**src/logic/vlsp_regs.svh**
```systemverilog
// offsets, field positions, reset values and fixed sizes of the level selector
`ifndef VLSP_REGS_SVH
`define VLSP_REGS_SVH

// register byte addresses
`define VLSP_ADDR_CTRL        32'h0000_0000
`define VLSP_ADDR_STATUS      32'h0000_0004

// control fields
`define VLSP_CTRL_SRC_BIT     0
`define VLSP_CTRL_SRC_RESET   1'b1

// status fields
`define VLSP_STAT_SRC_BIT     0
`define VLSP_STAT_STAGE_BIT   1
`define VLSP_STAT_EMPTY_BIT   2
`define VLSP_STAT_FULL_BIT    3
`define VLSP_STAT_CNT_LSB     4

// bus answers
`define VLSP_RESP_OKAY        2'h0
`define VLSP_RESP_SLVERR      2'h2

// pixel codes and sizes
`define VLSP_CODE_BLACK       4'h0
`define VLSP_CODE_WHITE       4'hF
`define VLSP_FIFO_DEPTH       8
`define VLSP_PAL_WORDS        16

`endif

```
**src/logic/vlsp_pkg.sv**
```systemverilog
// types shared by the level selector modules
package vlsp_pkg;

    // ************************************************
    // pixel side carriers
    // ************************************************

    // one strobe of controller inputs; index 0 red, 1 green, 2 blue
    typedef struct packed {
        logic             sync;
        logic             blank;
        logic             white;
        logic             bright;
        logic [3:0]       addr;
        logic [3:0]       data;
        logic [2:0]       write_n;
        logic [2:0][3:0]  pix;
    } vlsp_pix_t;

    // switch settings of one converter channel
    typedef struct packed {
        logic       sync_on;
        logic       blank_on;
        logic       bright_on;
        logic [3:0] code;
    } vlsp_level_t;

    // the three channels kept together for alignment
    typedef struct packed {
        vlsp_level_t red;
        vlsp_level_t green;
        vlsp_level_t blue;
    } vlsp_rgb_t;

    // pixel code source
    typedef enum logic {
        VLSP_SRC_DIRECT  = 1'b0,
        VLSP_SRC_PALETTE = 1'b1
    } vlsp_src_t;

    // ************************************************
    // state of the top module
    // ************************************************

    typedef struct packed {
        vlsp_pix_t              s_in;
        logic                   s_valid;
        vlsp_src_t              src;
        logic [2:0][15:0][3:0]  pal;
        logic                   aw_got;
        logic [31:0]            aw_addr;
        logic                   w_got;
        logic [31:0]            w_data;
        logic [3:0]             w_strb;
        logic                   bvalid;
        logic [1:0]             bresp;
        logic                   rvalid;
        logic [31:0]            rdata;
        logic [1:0]             rresp;
    } vlsp_top_st_t;

endpackage

```
**src/logic/vlsp_level_sel.sv**
```systemverilog
// priority level choice for one converter channel
`timescale 1ns/1ps
`include "vlsp_regs.svh"

module vlsp_level_sel #(
    parameter bit CARRIES_SYNC = 1'b0
) (
    input  logic                 sync,
    input  logic                 blank,
    input  logic                 white,
    input  logic                 bright,
    input  logic [3:0]           code,
    output vlsp_pkg::vlsp_level_t level
);

    // ************************************************
    // sync over blank over white over pixel code
    // ************************************************

    // brightness shifts every level, never overridden
    always_comb begin
        level           = '0;
        level.bright_on = bright;
        if (sync) begin
            // only the sync carrying channel adds the sync step
            level.sync_on  = CARRIES_SYNC;
            level.blank_on = 1'b1;
            level.code     = `VLSP_CODE_BLACK;
        end else if (blank) begin
            level.blank_on = 1'b1;
            level.code     = `VLSP_CODE_BLACK;
        end else if (white) begin
            level.code     = `VLSP_CODE_WHITE;
        end else begin
            // linear steps from black to white
            level.code     = code;
        end
    end

endmodule

```
**src/logic/vlsp_fifo.sv**
```systemverilog
// flip-flop fifo with valid and ready on both sides
`timescale 1ns/1ps

module vlsp_fifo #(
    parameter int WIDTH = 21,
    parameter int DEPTH = 8
) (
    input  logic                       aclk,
    input  logic                       aresetn,
    input  logic                       in_valid,
    output logic                       in_ready,
    input  logic [WIDTH-1:0]           in_data,
    output logic                       out_valid,
    input  logic                       out_ready,
    output logic [WIDTH-1:0]           out_data,
    output logic [$clog2(DEPTH):0]     count
);

    localparam int AW = $clog2(DEPTH);

    // whole fifo state
    typedef struct packed {
        logic [DEPTH-1:0][WIDTH-1:0] mem;
        logic [AW-1:0]               wr;
        logic [AW-1:0]               rd;
        logic [AW:0]                 cnt;
    } vlsp_fifo_st_t;

    vlsp_fifo_st_t st;       // registered state
    vlsp_fifo_st_t next_st;  // next state
    logic          push;     // word taken in
    logic          pop;      // word handed out

    // honest full and empty flags
    assign in_ready  = (st.cnt != DEPTH[AW:0]);
    assign out_valid = (st.cnt != '0);
    assign out_data  = st.mem[st.rd];
    assign count     = st.cnt;
    assign push      = in_valid && in_ready;
    assign pop       = out_valid && out_ready;

    // ************************************************
    // pointer and storage update
    // ************************************************

    always_comb begin
        next_st = st;
        if (push) begin
            next_st.mem[st.wr] = in_data;
            next_st.wr = (st.wr == AW'(DEPTH - 1)) ? '0 : st.wr + 1'b1;
        end
        if (pop) begin
            next_st.rd = (st.rd == AW'(DEPTH - 1)) ? '0 : st.rd + 1'b1;
        end
        next_st.cnt = st.cnt + (AW+1)'(push) - (AW+1)'(pop);
    end

    // state register, synchronous reset
    always_ff @(posedge aclk) begin
        if (!aresetn) begin
            st <= '0;
        end else begin
            st <= next_st;
        end
    end

endmodule

```
**src/logic/vlsp_top.sv**
```systemverilog
// palette level selector with axi4-lite control and output fifo
`timescale 1ns/1ps
`include "vlsp_regs.svh"

module vlsp_top (
    input  logic                 aclk,
    input  logic                 aresetn,
    // axi4-lite write address
    input  logic [31:0]          s_axi_awaddr,
    input  logic [2:0]           s_axi_awprot,
    input  logic                 s_axi_awvalid,
    output logic                 s_axi_awready,
    // axi4-lite write data
    input  logic [31:0]          s_axi_wdata,
    input  logic [3:0]           s_axi_wstrb,
    input  logic                 s_axi_wvalid,
    output logic                 s_axi_wready,
    // axi4-lite write response
    output logic [1:0]           s_axi_bresp,
    output logic                 s_axi_bvalid,
    input  logic                 s_axi_bready,
    // axi4-lite read address
    input  logic [31:0]          s_axi_araddr,
    input  logic [2:0]           s_axi_arprot,
    input  logic                 s_axi_arvalid,
    output logic                 s_axi_arready,
    // axi4-lite read data
    output logic [31:0]          s_axi_rdata,
    output logic [1:0]           s_axi_rresp,
    output logic                 s_axi_rvalid,
    input  logic                 s_axi_rready,
    // controller strobe inputs
    input  logic                 pix_valid,
    output logic                 pix_ready,
    input  vlsp_pkg::vlsp_pix_t  pix_in,
    // levels toward the converters
    output logic                 level_valid,
    input  logic                 level_ready,
    output vlsp_pkg::vlsp_rgb_t  level_out
);

    // ************************************************
    // declarations
    // ************************************************

    localparam int CW = $clog2(`VLSP_FIFO_DEPTH) + 1;

    vlsp_pkg::vlsp_top_st_t st;        // registered state
    vlsp_pkg::vlsp_top_st_t next_st;   // next state
    vlsp_pkg::vlsp_level_t  lvl [3];   // per channel choice
    vlsp_pkg::vlsp_rgb_t    sel_rgb;   // aligned triple
    logic [2:0][3:0]        code;      // code fed to selectors
    logic                   accept;    // strobe taken this edge
    logic                   fifo_ready;// fifo can take a word
    logic [CW-1:0]          fifo_cnt;  // words in fifo
    logic                   aw_hit;    // decoded write address
    logic [31:0]            wr_addr;   // aligned write address
    logic [31:0]            rd_addr;   // aligned read address
    logic [31:0]            status;    // live status word

    // ************************************************
    // input stage and code source
    // ************************************************

    // stage frees when empty or when the fifo takes its word
    assign pix_ready = !st.s_valid || fifo_ready;
    assign accept    = pix_valid && pix_ready;

    // per channel code mux and level choice
    for (genvar c = 0; c < 3; c++) begin : g_chan
        assign code[c] = (st.src == vlsp_pkg::VLSP_SRC_PALETTE)
                       ? st.pal[c][st.s_in.addr]
                       : st.s_in.pix[c];

        vlsp_level_sel #(
            .CARRIES_SYNC (c == 1)
        ) u_sel (
            .sync   (st.s_in.sync),
            .blank  (st.s_in.blank),
            .white  (st.s_in.white),
            .bright (st.s_in.bright),
            .code   (code[c]),
            .level  (lvl[c])
        );
    end

    assign sel_rgb.red   = lvl[0];
    assign sel_rgb.green = lvl[1];
    assign sel_rgb.blue  = lvl[2];

    // ************************************************
    // output fifo
    // ************************************************

    // levels held in flops until the converters take them
    vlsp_fifo #(
        .WIDTH ($bits(vlsp_pkg::vlsp_rgb_t)),
        .DEPTH (`VLSP_FIFO_DEPTH)
    ) u_fifo (
        .aclk      (aclk),
        .aresetn   (aresetn),
        .in_valid  (st.s_valid),
        .in_ready  (fifo_ready),
        .in_data   (sel_rgb),
        .out_valid (level_valid),
        .out_ready (level_ready),
        .out_data  (level_out),
        .count     (fifo_cnt)
    );

    // ************************************************
    // bus decode helpers
    // ************************************************

    assign wr_addr = {st.aw_addr[31:2], 2'b00};
    assign rd_addr = {s_axi_araddr[31:2], 2'b00};
    assign aw_hit  = (wr_addr == `VLSP_ADDR_CTRL)
                  || (wr_addr == `VLSP_ADDR_STATUS);

    // status word from live block state
    always_comb begin
        status = '0;
        status[`VLSP_STAT_SRC_BIT]   = st.src;
        status[`VLSP_STAT_STAGE_BIT] = st.s_valid;
        status[`VLSP_STAT_EMPTY_BIT] = !level_valid;
        status[`VLSP_STAT_FULL_BIT]  = !fifo_ready;
        status[`VLSP_STAT_CNT_LSB +: CW] = fifo_cnt;
    end

    // handshake outputs
    assign s_axi_awready = !st.aw_got && !st.bvalid;
    assign s_axi_wready  = !st.w_got && !st.bvalid;
    assign s_axi_arready = !st.rvalid;
    assign s_axi_bvalid  = st.bvalid;
    assign s_axi_bresp   = st.bresp;
    assign s_axi_rvalid  = st.rvalid;
    assign s_axi_rdata   = st.rdata;
    assign s_axi_rresp   = st.rresp;

    // ************************************************
    // next state
    // ************************************************

    always_comb begin
        next_st = st;

        // sample strobe inputs on the clock edge
        if (pix_ready) begin
            next_st.s_valid = pix_valid;
        end
        if (accept) begin
            next_st.s_in = pix_in;
        end

        // active low enables store the data word
        for (int c = 0; c < 3; c++) begin
            if (accept && !pix_in.write_n[c]) begin
                next_st.pal[c][pix_in.addr] = pix_in.data;
            end
        end

        // write address and data taken in either order
        if (s_axi_awvalid && s_axi_awready) begin
            next_st.aw_got  = 1'b1;
            next_st.aw_addr = s_axi_awaddr;
        end
        if (s_axi_wvalid && s_axi_wready) begin
            next_st.w_got  = 1'b1;
            next_st.w_data = s_axi_wdata;
            next_st.w_strb = s_axi_wstrb;
        end

        // both halves present: commit and answer
        if (st.aw_got && st.w_got) begin
            next_st.aw_got = 1'b0;
            next_st.w_got  = 1'b0;
            next_st.bvalid = 1'b1;
            next_st.bresp  = aw_hit ? `VLSP_RESP_OKAY
                                    : `VLSP_RESP_SLVERR;
            if (wr_addr == `VLSP_ADDR_CTRL && st.w_strb[0]) begin
                // source select steers the code mux
                next_st.src = vlsp_pkg::vlsp_src_t'(
                    st.w_data[`VLSP_CTRL_SRC_BIT]);
            end
        end else if (st.bvalid && s_axi_bready) begin
            next_st.bvalid = 1'b0;
        end

        // read answer one cycle after the address
        if (s_axi_arvalid && s_axi_arready) begin
            next_st.rvalid = 1'b1;
            next_st.rresp  = `VLSP_RESP_OKAY;
            if (rd_addr == `VLSP_ADDR_CTRL) begin
                next_st.rdata = {31'h0000_0000, st.src};
            end else if (rd_addr == `VLSP_ADDR_STATUS) begin
                next_st.rdata = status;
            end else begin
                next_st.rdata = 32'h0000_0000;
                next_st.rresp = `VLSP_RESP_SLVERR;
            end
        end else if (st.rvalid && s_axi_rready) begin
            next_st.rvalid = 1'b0;
        end
    end

    // ************************************************
    // state register
    // ************************************************

    // synchronous reset, palette starts cleared
    always_ff @(posedge aclk) begin
        if (!aresetn) begin
            st     <= '0;
            st.src <= vlsp_pkg::vlsp_src_t'(`VLSP_CTRL_SRC_RESET);
        end else begin
            st <= next_st;
        end
    end
endmodule

```
**config.mk**
```make
export PLATFORM = sky130hd
export DESIGN_NAME = vlsp_top
export DESIGN_NICKNAME = d
export VERILOG_FILES = /design/src/logic/vlsp_pkg.sv /design/src/logic/vlsp_level_sel.sv /design/src/logic/vlsp_fifo.sv /design/src/logic/vlsp_top.sv
export VERILOG_INCLUDE_DIRS = /design/src /design/src/logic
export SDC_FILE = /design/constraint.sdc
export NUM_CORES = 1
export LEC_CHECK = 0
export BUFFER_PORTS_ARGS = -buffer_cell sky130_fd_sc_hd__clkbuf_2
export CORE_MARGIN = 1
export CORE_UTILIZATION = 52
export DETAILED_ROUTE_END_ITERATION = 7
export GPL_ROUTABILITY_DRIVEN = 0
export PLACE_DENSITY = 0.75
export REMOVE_ABC_BUFFERS = 1
export SLEW_MARGIN = 20
export SYNTH_ARGS = -nofsm -noshare
export SYNTH_HDL_FRONTEND = slang
export SYNTH_SLANG_ARGS = --single-unit
```
**constraint.sdc**
```tcl
create_clock -name aclk -period 3.2 [get_ports aclk]
set_input_delay 0.16 -clock aclk [delete_from_list [all_inputs] [get_ports aclk]]
set_output_delay 0.16 -clock aclk [all_outputs]
set_load 0.02 [all_outputs]
```
==> flow_summary.yaml, run 1 <==
status:
  status: "completed"
drt:
  drt_iter0_drc: 903
  antenna_left: 0
  vias: 13270
  routed_via_density: 5.772
  drc_errors: 0
  wl_per_cell_um: 19.63
  drt_wl_total_mm: 45.12
  dr.pass1.iters: 4
die:
  die_y_um: 189.5
  rows: 68
  initial_core_util: 0.5292
  ioPinCount: 206
  dieArea_um2: 35910
  coreArea_um2: 34540
  die_w_um: 189.5
sta:
  tightest_slew_ns: 1.106
  fmax_mhz: 345.7
  drv_slew: 0
  fin_skew_ns: 0.02453
  post-route-min-period_ns: 2.893
  hold_slack_ns: 0.03297
  setup_violations: 0
  rsz0062_at_grt: "no"
  hold_viol: 0
  finalCritPeriodShare: 0.9040
  relSlewSlack: 0.2626
synth:
  synth_ff_type: "dfxtp_1"
  ys_seq_elements: 390
  avgSynthCellArea_um2: 10.73
  synth_top_cells_by_area: "dfxtp_1 (43%), mux2i_1 (11%), nor2b_1 (7.9%)"
  synth_edf_count: 0
  synthMostInstantiatedCell: "dfxtp_1"
  synth_top_area_frac: 0.4271
  ys_seq_area_frac: 0.4271
  synth_top_cell_by_area: "dfxtp_1"
  synth.cell_area_um2: 18280
  syn_inst: 1703
  ys_top_cells_by_count: "dfxtp_1 (390), nor2b_1 (231), mux2i_1 (206)"
  postSynth.asyncResetShare: 0
  ys_warn_count: 0
  synth_cell_types: 59
critical_path:
  critPathCaptureType: "flip-flop"
  path_cells: "inv_1 > ha_1 > nor4bb_4 > inv_2 > and2_1 > buf_4 > nand2_1 > a21boi_0 > dlygate4sd3_1"
  cp.arrival_ns: 3.39
  cp.required_ns: 3.70
  cp_top_family: "buffers and inverters"
  critPathKind: "reg2reg"
  startpoint_type: "flip-flop"
  crit_path_max_fanout: 36
  crit_buf_inv: 4
  crit_slowest_cell: "dlygate4sd3_1"
  max_stage_delay_ns: 0.57
global_routing:
  antenna_found_initial: 1
  overflow: 0
  grt.total_usage: 0.2506
  grt_pass1_wl_mm: 72.06
  grt_pass1_vias: 13420
  grt_max_degree: 147
placed_design:
  post-dp-hpwl_mm: 29.23
  placedCellCount: 2167
  placed_cell_area_um2: 19000
  portBuffers: 133
job:
  max_cap_viol_count: 0
hold_path:
  hp-class: "in2reg"
clock_network:
  cts_made_buffers: 42
  clk_pin_slew_ns: 0.06
  htreeDepth: 2
  root_buffer: "clkbuf_16"
  cts.sinks: 390
  postCtsHoldBufs: 58
  cts_resized: 0
  cts_tree: "done"
  cts.path.max_buffers: 3
  cts_setup_buffers: 0
  clkLatencyLatePin_ns: 0.56
layout:
  final_layout_size_suffix_gt1_frac: 0.2073
  fin_cells: 2299
  nets: 1967
  stdcell_area_um2: 20990
  synthToLayoutAreaGrowth_pct: 14.85
pwr:
  power_density_nw_per_um2: 549.8
  peakVddDrop_v: 0.0004969
  power_leakage_nw: 8.590
## worst paths after layout
path / startpoint / depth (start not counted) / slack (ns) / end
max: u_fifo.count[2]$_SDFF_PN0_ / 9 / 0.31 / st[326]$_SDFFE_PN0N_
min: s_axi_wvalid / 3 / 0.03 / st[74]$_SDFFE_PP0P_
max reg2reg: u_fifo.count[2]$_SDFF_PN0_ / 9 / 0.31 / st[326]$_SDFFE_PN0N_
min reg2reg: st[77]$_SDFFE_PN0P_ / 2 / 0.46 / st[77]$_SDFFE_PN0P_
## final cells by class
class                      count  area, um^2
antenna                        1       2.502
clock buffer                  58        1192
clock inverter                15       219.0
fill                        2830       13550
inverter                      16       60.06
multi-input combinational   1140        9622
sequential                   390        7812
tap                          455       569.3
timing repair buffer         224        1516
## report_power, final
group | leakage [nW] | internal, mW | switching (mW)
combinational | 4.75 | 0.600 | 0.841
clock | 0.689 | 3.01 | 1.98
sequential | 3.16 | 4.98 | 0.137
total | 8.59 | 8.59 | 2.95
## worst min-delay path: cells and delay by family
kind / cells / cell delay [ns]
AOI/OAI and AO/OA: 1 / 0.14
buffers and inverters: 1 / 0.07
and+or+nand+nor: 1 / 0.18
## per-layer routing
layer  track usage  routed length (um)  vias to the layer above
met3       0.03744                2096                       70
met2        0.4172               21840                      346
met1        0.3289               20010                     6515
met5             0                   0                        -
li1              -                   -                     6338
met4       0.09150                1175                        0
## per-stage QoR
step                      utilization  total power [mW]  setup TNS, ns  worst slack, ns
after CTS                      0.6076             11.62              0           0.3681
after detailed placement       0.5499             6.599              0           0.5766
after floorplan                     -             6.070        -592.59           -3.030
after global routing           0.6078             11.98              0          0.09778
after global placement         0.5499             6.571              0           0.5891
final                          0.6078             11.54              0           0.3071
## logic make-up (layout without fill, tap and decap cells)
group	after synthesis	after routing	synth area share
compound gates	246	246	0.1205
buf+inv	200	313	0.05291
flops	390	390	0.4271
mux	311	311	0.2107
simple gates	542	542	0.1797
other cells	1	29	0.0002051
fa+ha+maj	11	11	0.007940
xor+xnor	2	2	0.0009584
## cell usage in the layout (no fill, tap or decap), types with 21 or more instances in the layout
master | synthesis | layout
dfxtp_1 | 390 | 388
nor2b_1 | 231 | 231
mux2i_1 | 206 | 206
nand2_1 | 146 | 146
clkbuf_2 | 1 | 129
a221o_1 | 96 | 96
a21boi_0 | 62 | 62
dlygate4sd3_1 | 0 | 58
mux4_2 | 54 | 54
mux2_2 | 51 | 51
clkbuf_16 | 0 | 43
buf_4 | 42 | 31
nand4b_1 | 28 | 28
conb_1 | 1 | 28
nand3_1 | 21 | 21
## flip-flops by register name, summed over array words and instances (netlist names)
signal / count
s_axi_rvalid: 1
u_fifo.count: 4
u_fifo.st: 126
st: 248
s_axi_bresp: 1
s_axi_bvalid: 1
s_axi_rdata: 8
s_axi_rresp: 1
Power figures use the tool's default switching activity.
==> run 2: changes to the inputs <==
--- a/config.mk
+++ b/config.mk
@@ -12,7 +12,6 @@
 export DETAILED_ROUTE_END_ITERATION = 7
 export GPL_ROUTABILITY_DRIVEN = 0
 export PLACE_DENSITY = 0.75
-export REMOVE_ABC_BUFFERS = 1
 export SLEW_MARGIN = 20
 export SYNTH_ARGS = -nofsm -noshare
 export SYNTH_HDL_FRONTEND = slang
==> run 2 against run 1 <==
  * Critical endpoint is now u_fifo.st[39]$_SDFFE_PN0P_
  * Highest routed layer unchanged
  * Power up 1.8%
  * Largest power group is now the clock network
  * Hold slack better by 0.014 ns
  * Via count up 0.66%
==> flow_summary.yaml, run 2 (synthesis gave the netlist of run 1 again) <==
pwr:
  power_report.internal_total_mw: 8.752
  p_sw_frac: 0.2549
  p_clk_frac: 0.441
  power_mw: 11.75
  power_density_nw_per_um2: 558.6
  peakVddDrop_v: 0.0004987
  power.switching_mw: 2.994
  power_leakage_nw: 8.596
  power_frac_comb: 0.122
  p_seq_frac: 0.436
drt:
  met1_length_mm: 19.42
  routed_via_density: 5.817
  wl_per_cell_um: 19.28
  drt_iter0_drc: 997
  met2_length_mm: 21.84
  route.top_layer_used: "met4"
  antenna_left: 0
  drt_wl_total_mm: 44.27
  wl_met3_mm: 2.129
  dr.pass1.iters: 7
  vias: 13360
  drc_errors: 0
clock_network:
  cts.path.max_buffers: 3
  clk_pin_slew_ns: 0.06
  root_buffer: "clkbuf_16"
  cts_tree: "done"
  cts.sinks: 390
  htreeDepth: 2
  cts_setup_buffers: 0
  cts_made_buffers: 43
  clkLatencyLatePin_ns: 0.55
die:
  dieArea_um2: 35910
  die_y_um: 189.5
  coreArea_um2: 34540
  initial_core_util: 0.5292
  die_w_um: 189.5
  rows: 68
  ioPinCount: 206
hold_path:
  hold_path_startpoint: "s_axi_wvalid"
  min_path_cells: 3
  hp-class: "in2reg"
layout:
  final_cell_mix: "dfxtp_1 (388), nor2b_1 (231), mux2i_1 (206)"
  register_area_um2: 7812
  antenna_cells: 0
  fillers: 2788
  nets: 1959
  mostFrequentLayoutCell: "dfxtp_1"
  utilization: 0.6088
  largest_register_ffs: 248
  synthToLayoutAreaGrowth_pct: 15.04
  final_layout_size_suffix_gt1_frac: 0.2091
  largest-register: "st"
  multi_input_area_um2: 9622
global_routing:
  antenna_found_initial: 0
  grt_pass1_vias: 13250
  grt.total_usage: 0.2441
  overflow: 0
  grt_pass1_wl_mm: 70.78
  grt_max_degree: 142
sta:
  post-route-min-period_ns: 2.774
  tightest_slew_ns: 1.105
  rsz0062_at_grt: "no"
  fin_skew_ns: 0.01570
  fmax_mhz: 360.5
  hold_slack_ns: 0.04740
  drv_slew: 0
  hold_viol: 0
  relSlewSlack: 0.2632
  fin_tns_setup_ns: 0
  finalCritPeriodShare: 0.8668
  setup_violations: 0
critical_path:
  critPathCaptureType: "flip-flop"
  cp.required_ns: 3.69
  rr_worst_depth: 5
  startpoint: "st[322]$_SDFFE_PN0N_"
  crit_path_max_fanout: 13
  critPathKind: "reg2reg"
  startpoint_type: "flip-flop"
  cp.arrival_ns: 3.26
  rr_startpoint: "st[322]$_SDFFE_PN0N_"
placed_design:
  post-dp-hpwl_mm: 28.51
  portBuffers: 133
status:
  status: "completed"
job:
  max_cap_viol_count: 0
-- run 2: power by group through the flow --
stage,Sequential (mW),Combinational [mW],Clock [mW]
after floorplan,5.14,1.10,0
after global placement,5.22,1.35,0
after detailed placement,5.23,1.38,0
after CTS,5.13,1.44,5.26
after global routing,5.14,1.56,5.48
final,5.13,1.44,5.18
-- run 2: final timing paths --
check	slack, ns	endpoint
hold / removal	0.05	st[74]$_SDFFE_PP0P_
hold reg to reg	0.47	st[101]$_SDFFE_PN0P_
setup / recovery	0.43	u_fifo.st[39]$_SDFFE_PN0P_
setup reg to reg	0.43	u_fifo.st[39]$_SDFFE_PN0P_
-- run 2: worst max-delay path, cell delays in order (launching register included) --
cell and delay, ns:
dfxtp_1 0.66, buf_4 0.34, or2_2 0.37, o22ai_1 0.18, o311ai_2 0.87, a221o_1 0.29
-- run 2: timing repair --
action | CTS | global route
hold buffers | 53 | 0
hold endpoints to repair | 59 | 0
resized for setup | 0 | 0
-- run 2: area by class of cell --
type                       count  area share
timing repair buffer         215     0.06949
multi-input combinational   1140      0.4575
inverter                      16    0.002856
clock inverter                17     0.01101
tap                          455     0.02707
sequential                   390      0.3715
clock buffer                  63     0.06051
-- run 2: metrics by stage --
stage	setup WS, ns	cells	area [um^2]
3_3_place_gp	0.5323	2163	18990
6_report	0.4261	2296	21030
5_1_grt	0.2894	2296	21030
2_1_floorplan	0.5673	1730	18380
4_1_cts	0.3832	2296	21030
3_5_place_dp	0.4520	2163	18990
-- run 2: routing by layer --
metal,global-route usage,vias up
met2,0.4274,355
met4,0.06700,0
met5,0,-
met3,0.03392,88
li1,-,6305
met1,0.3124,6608
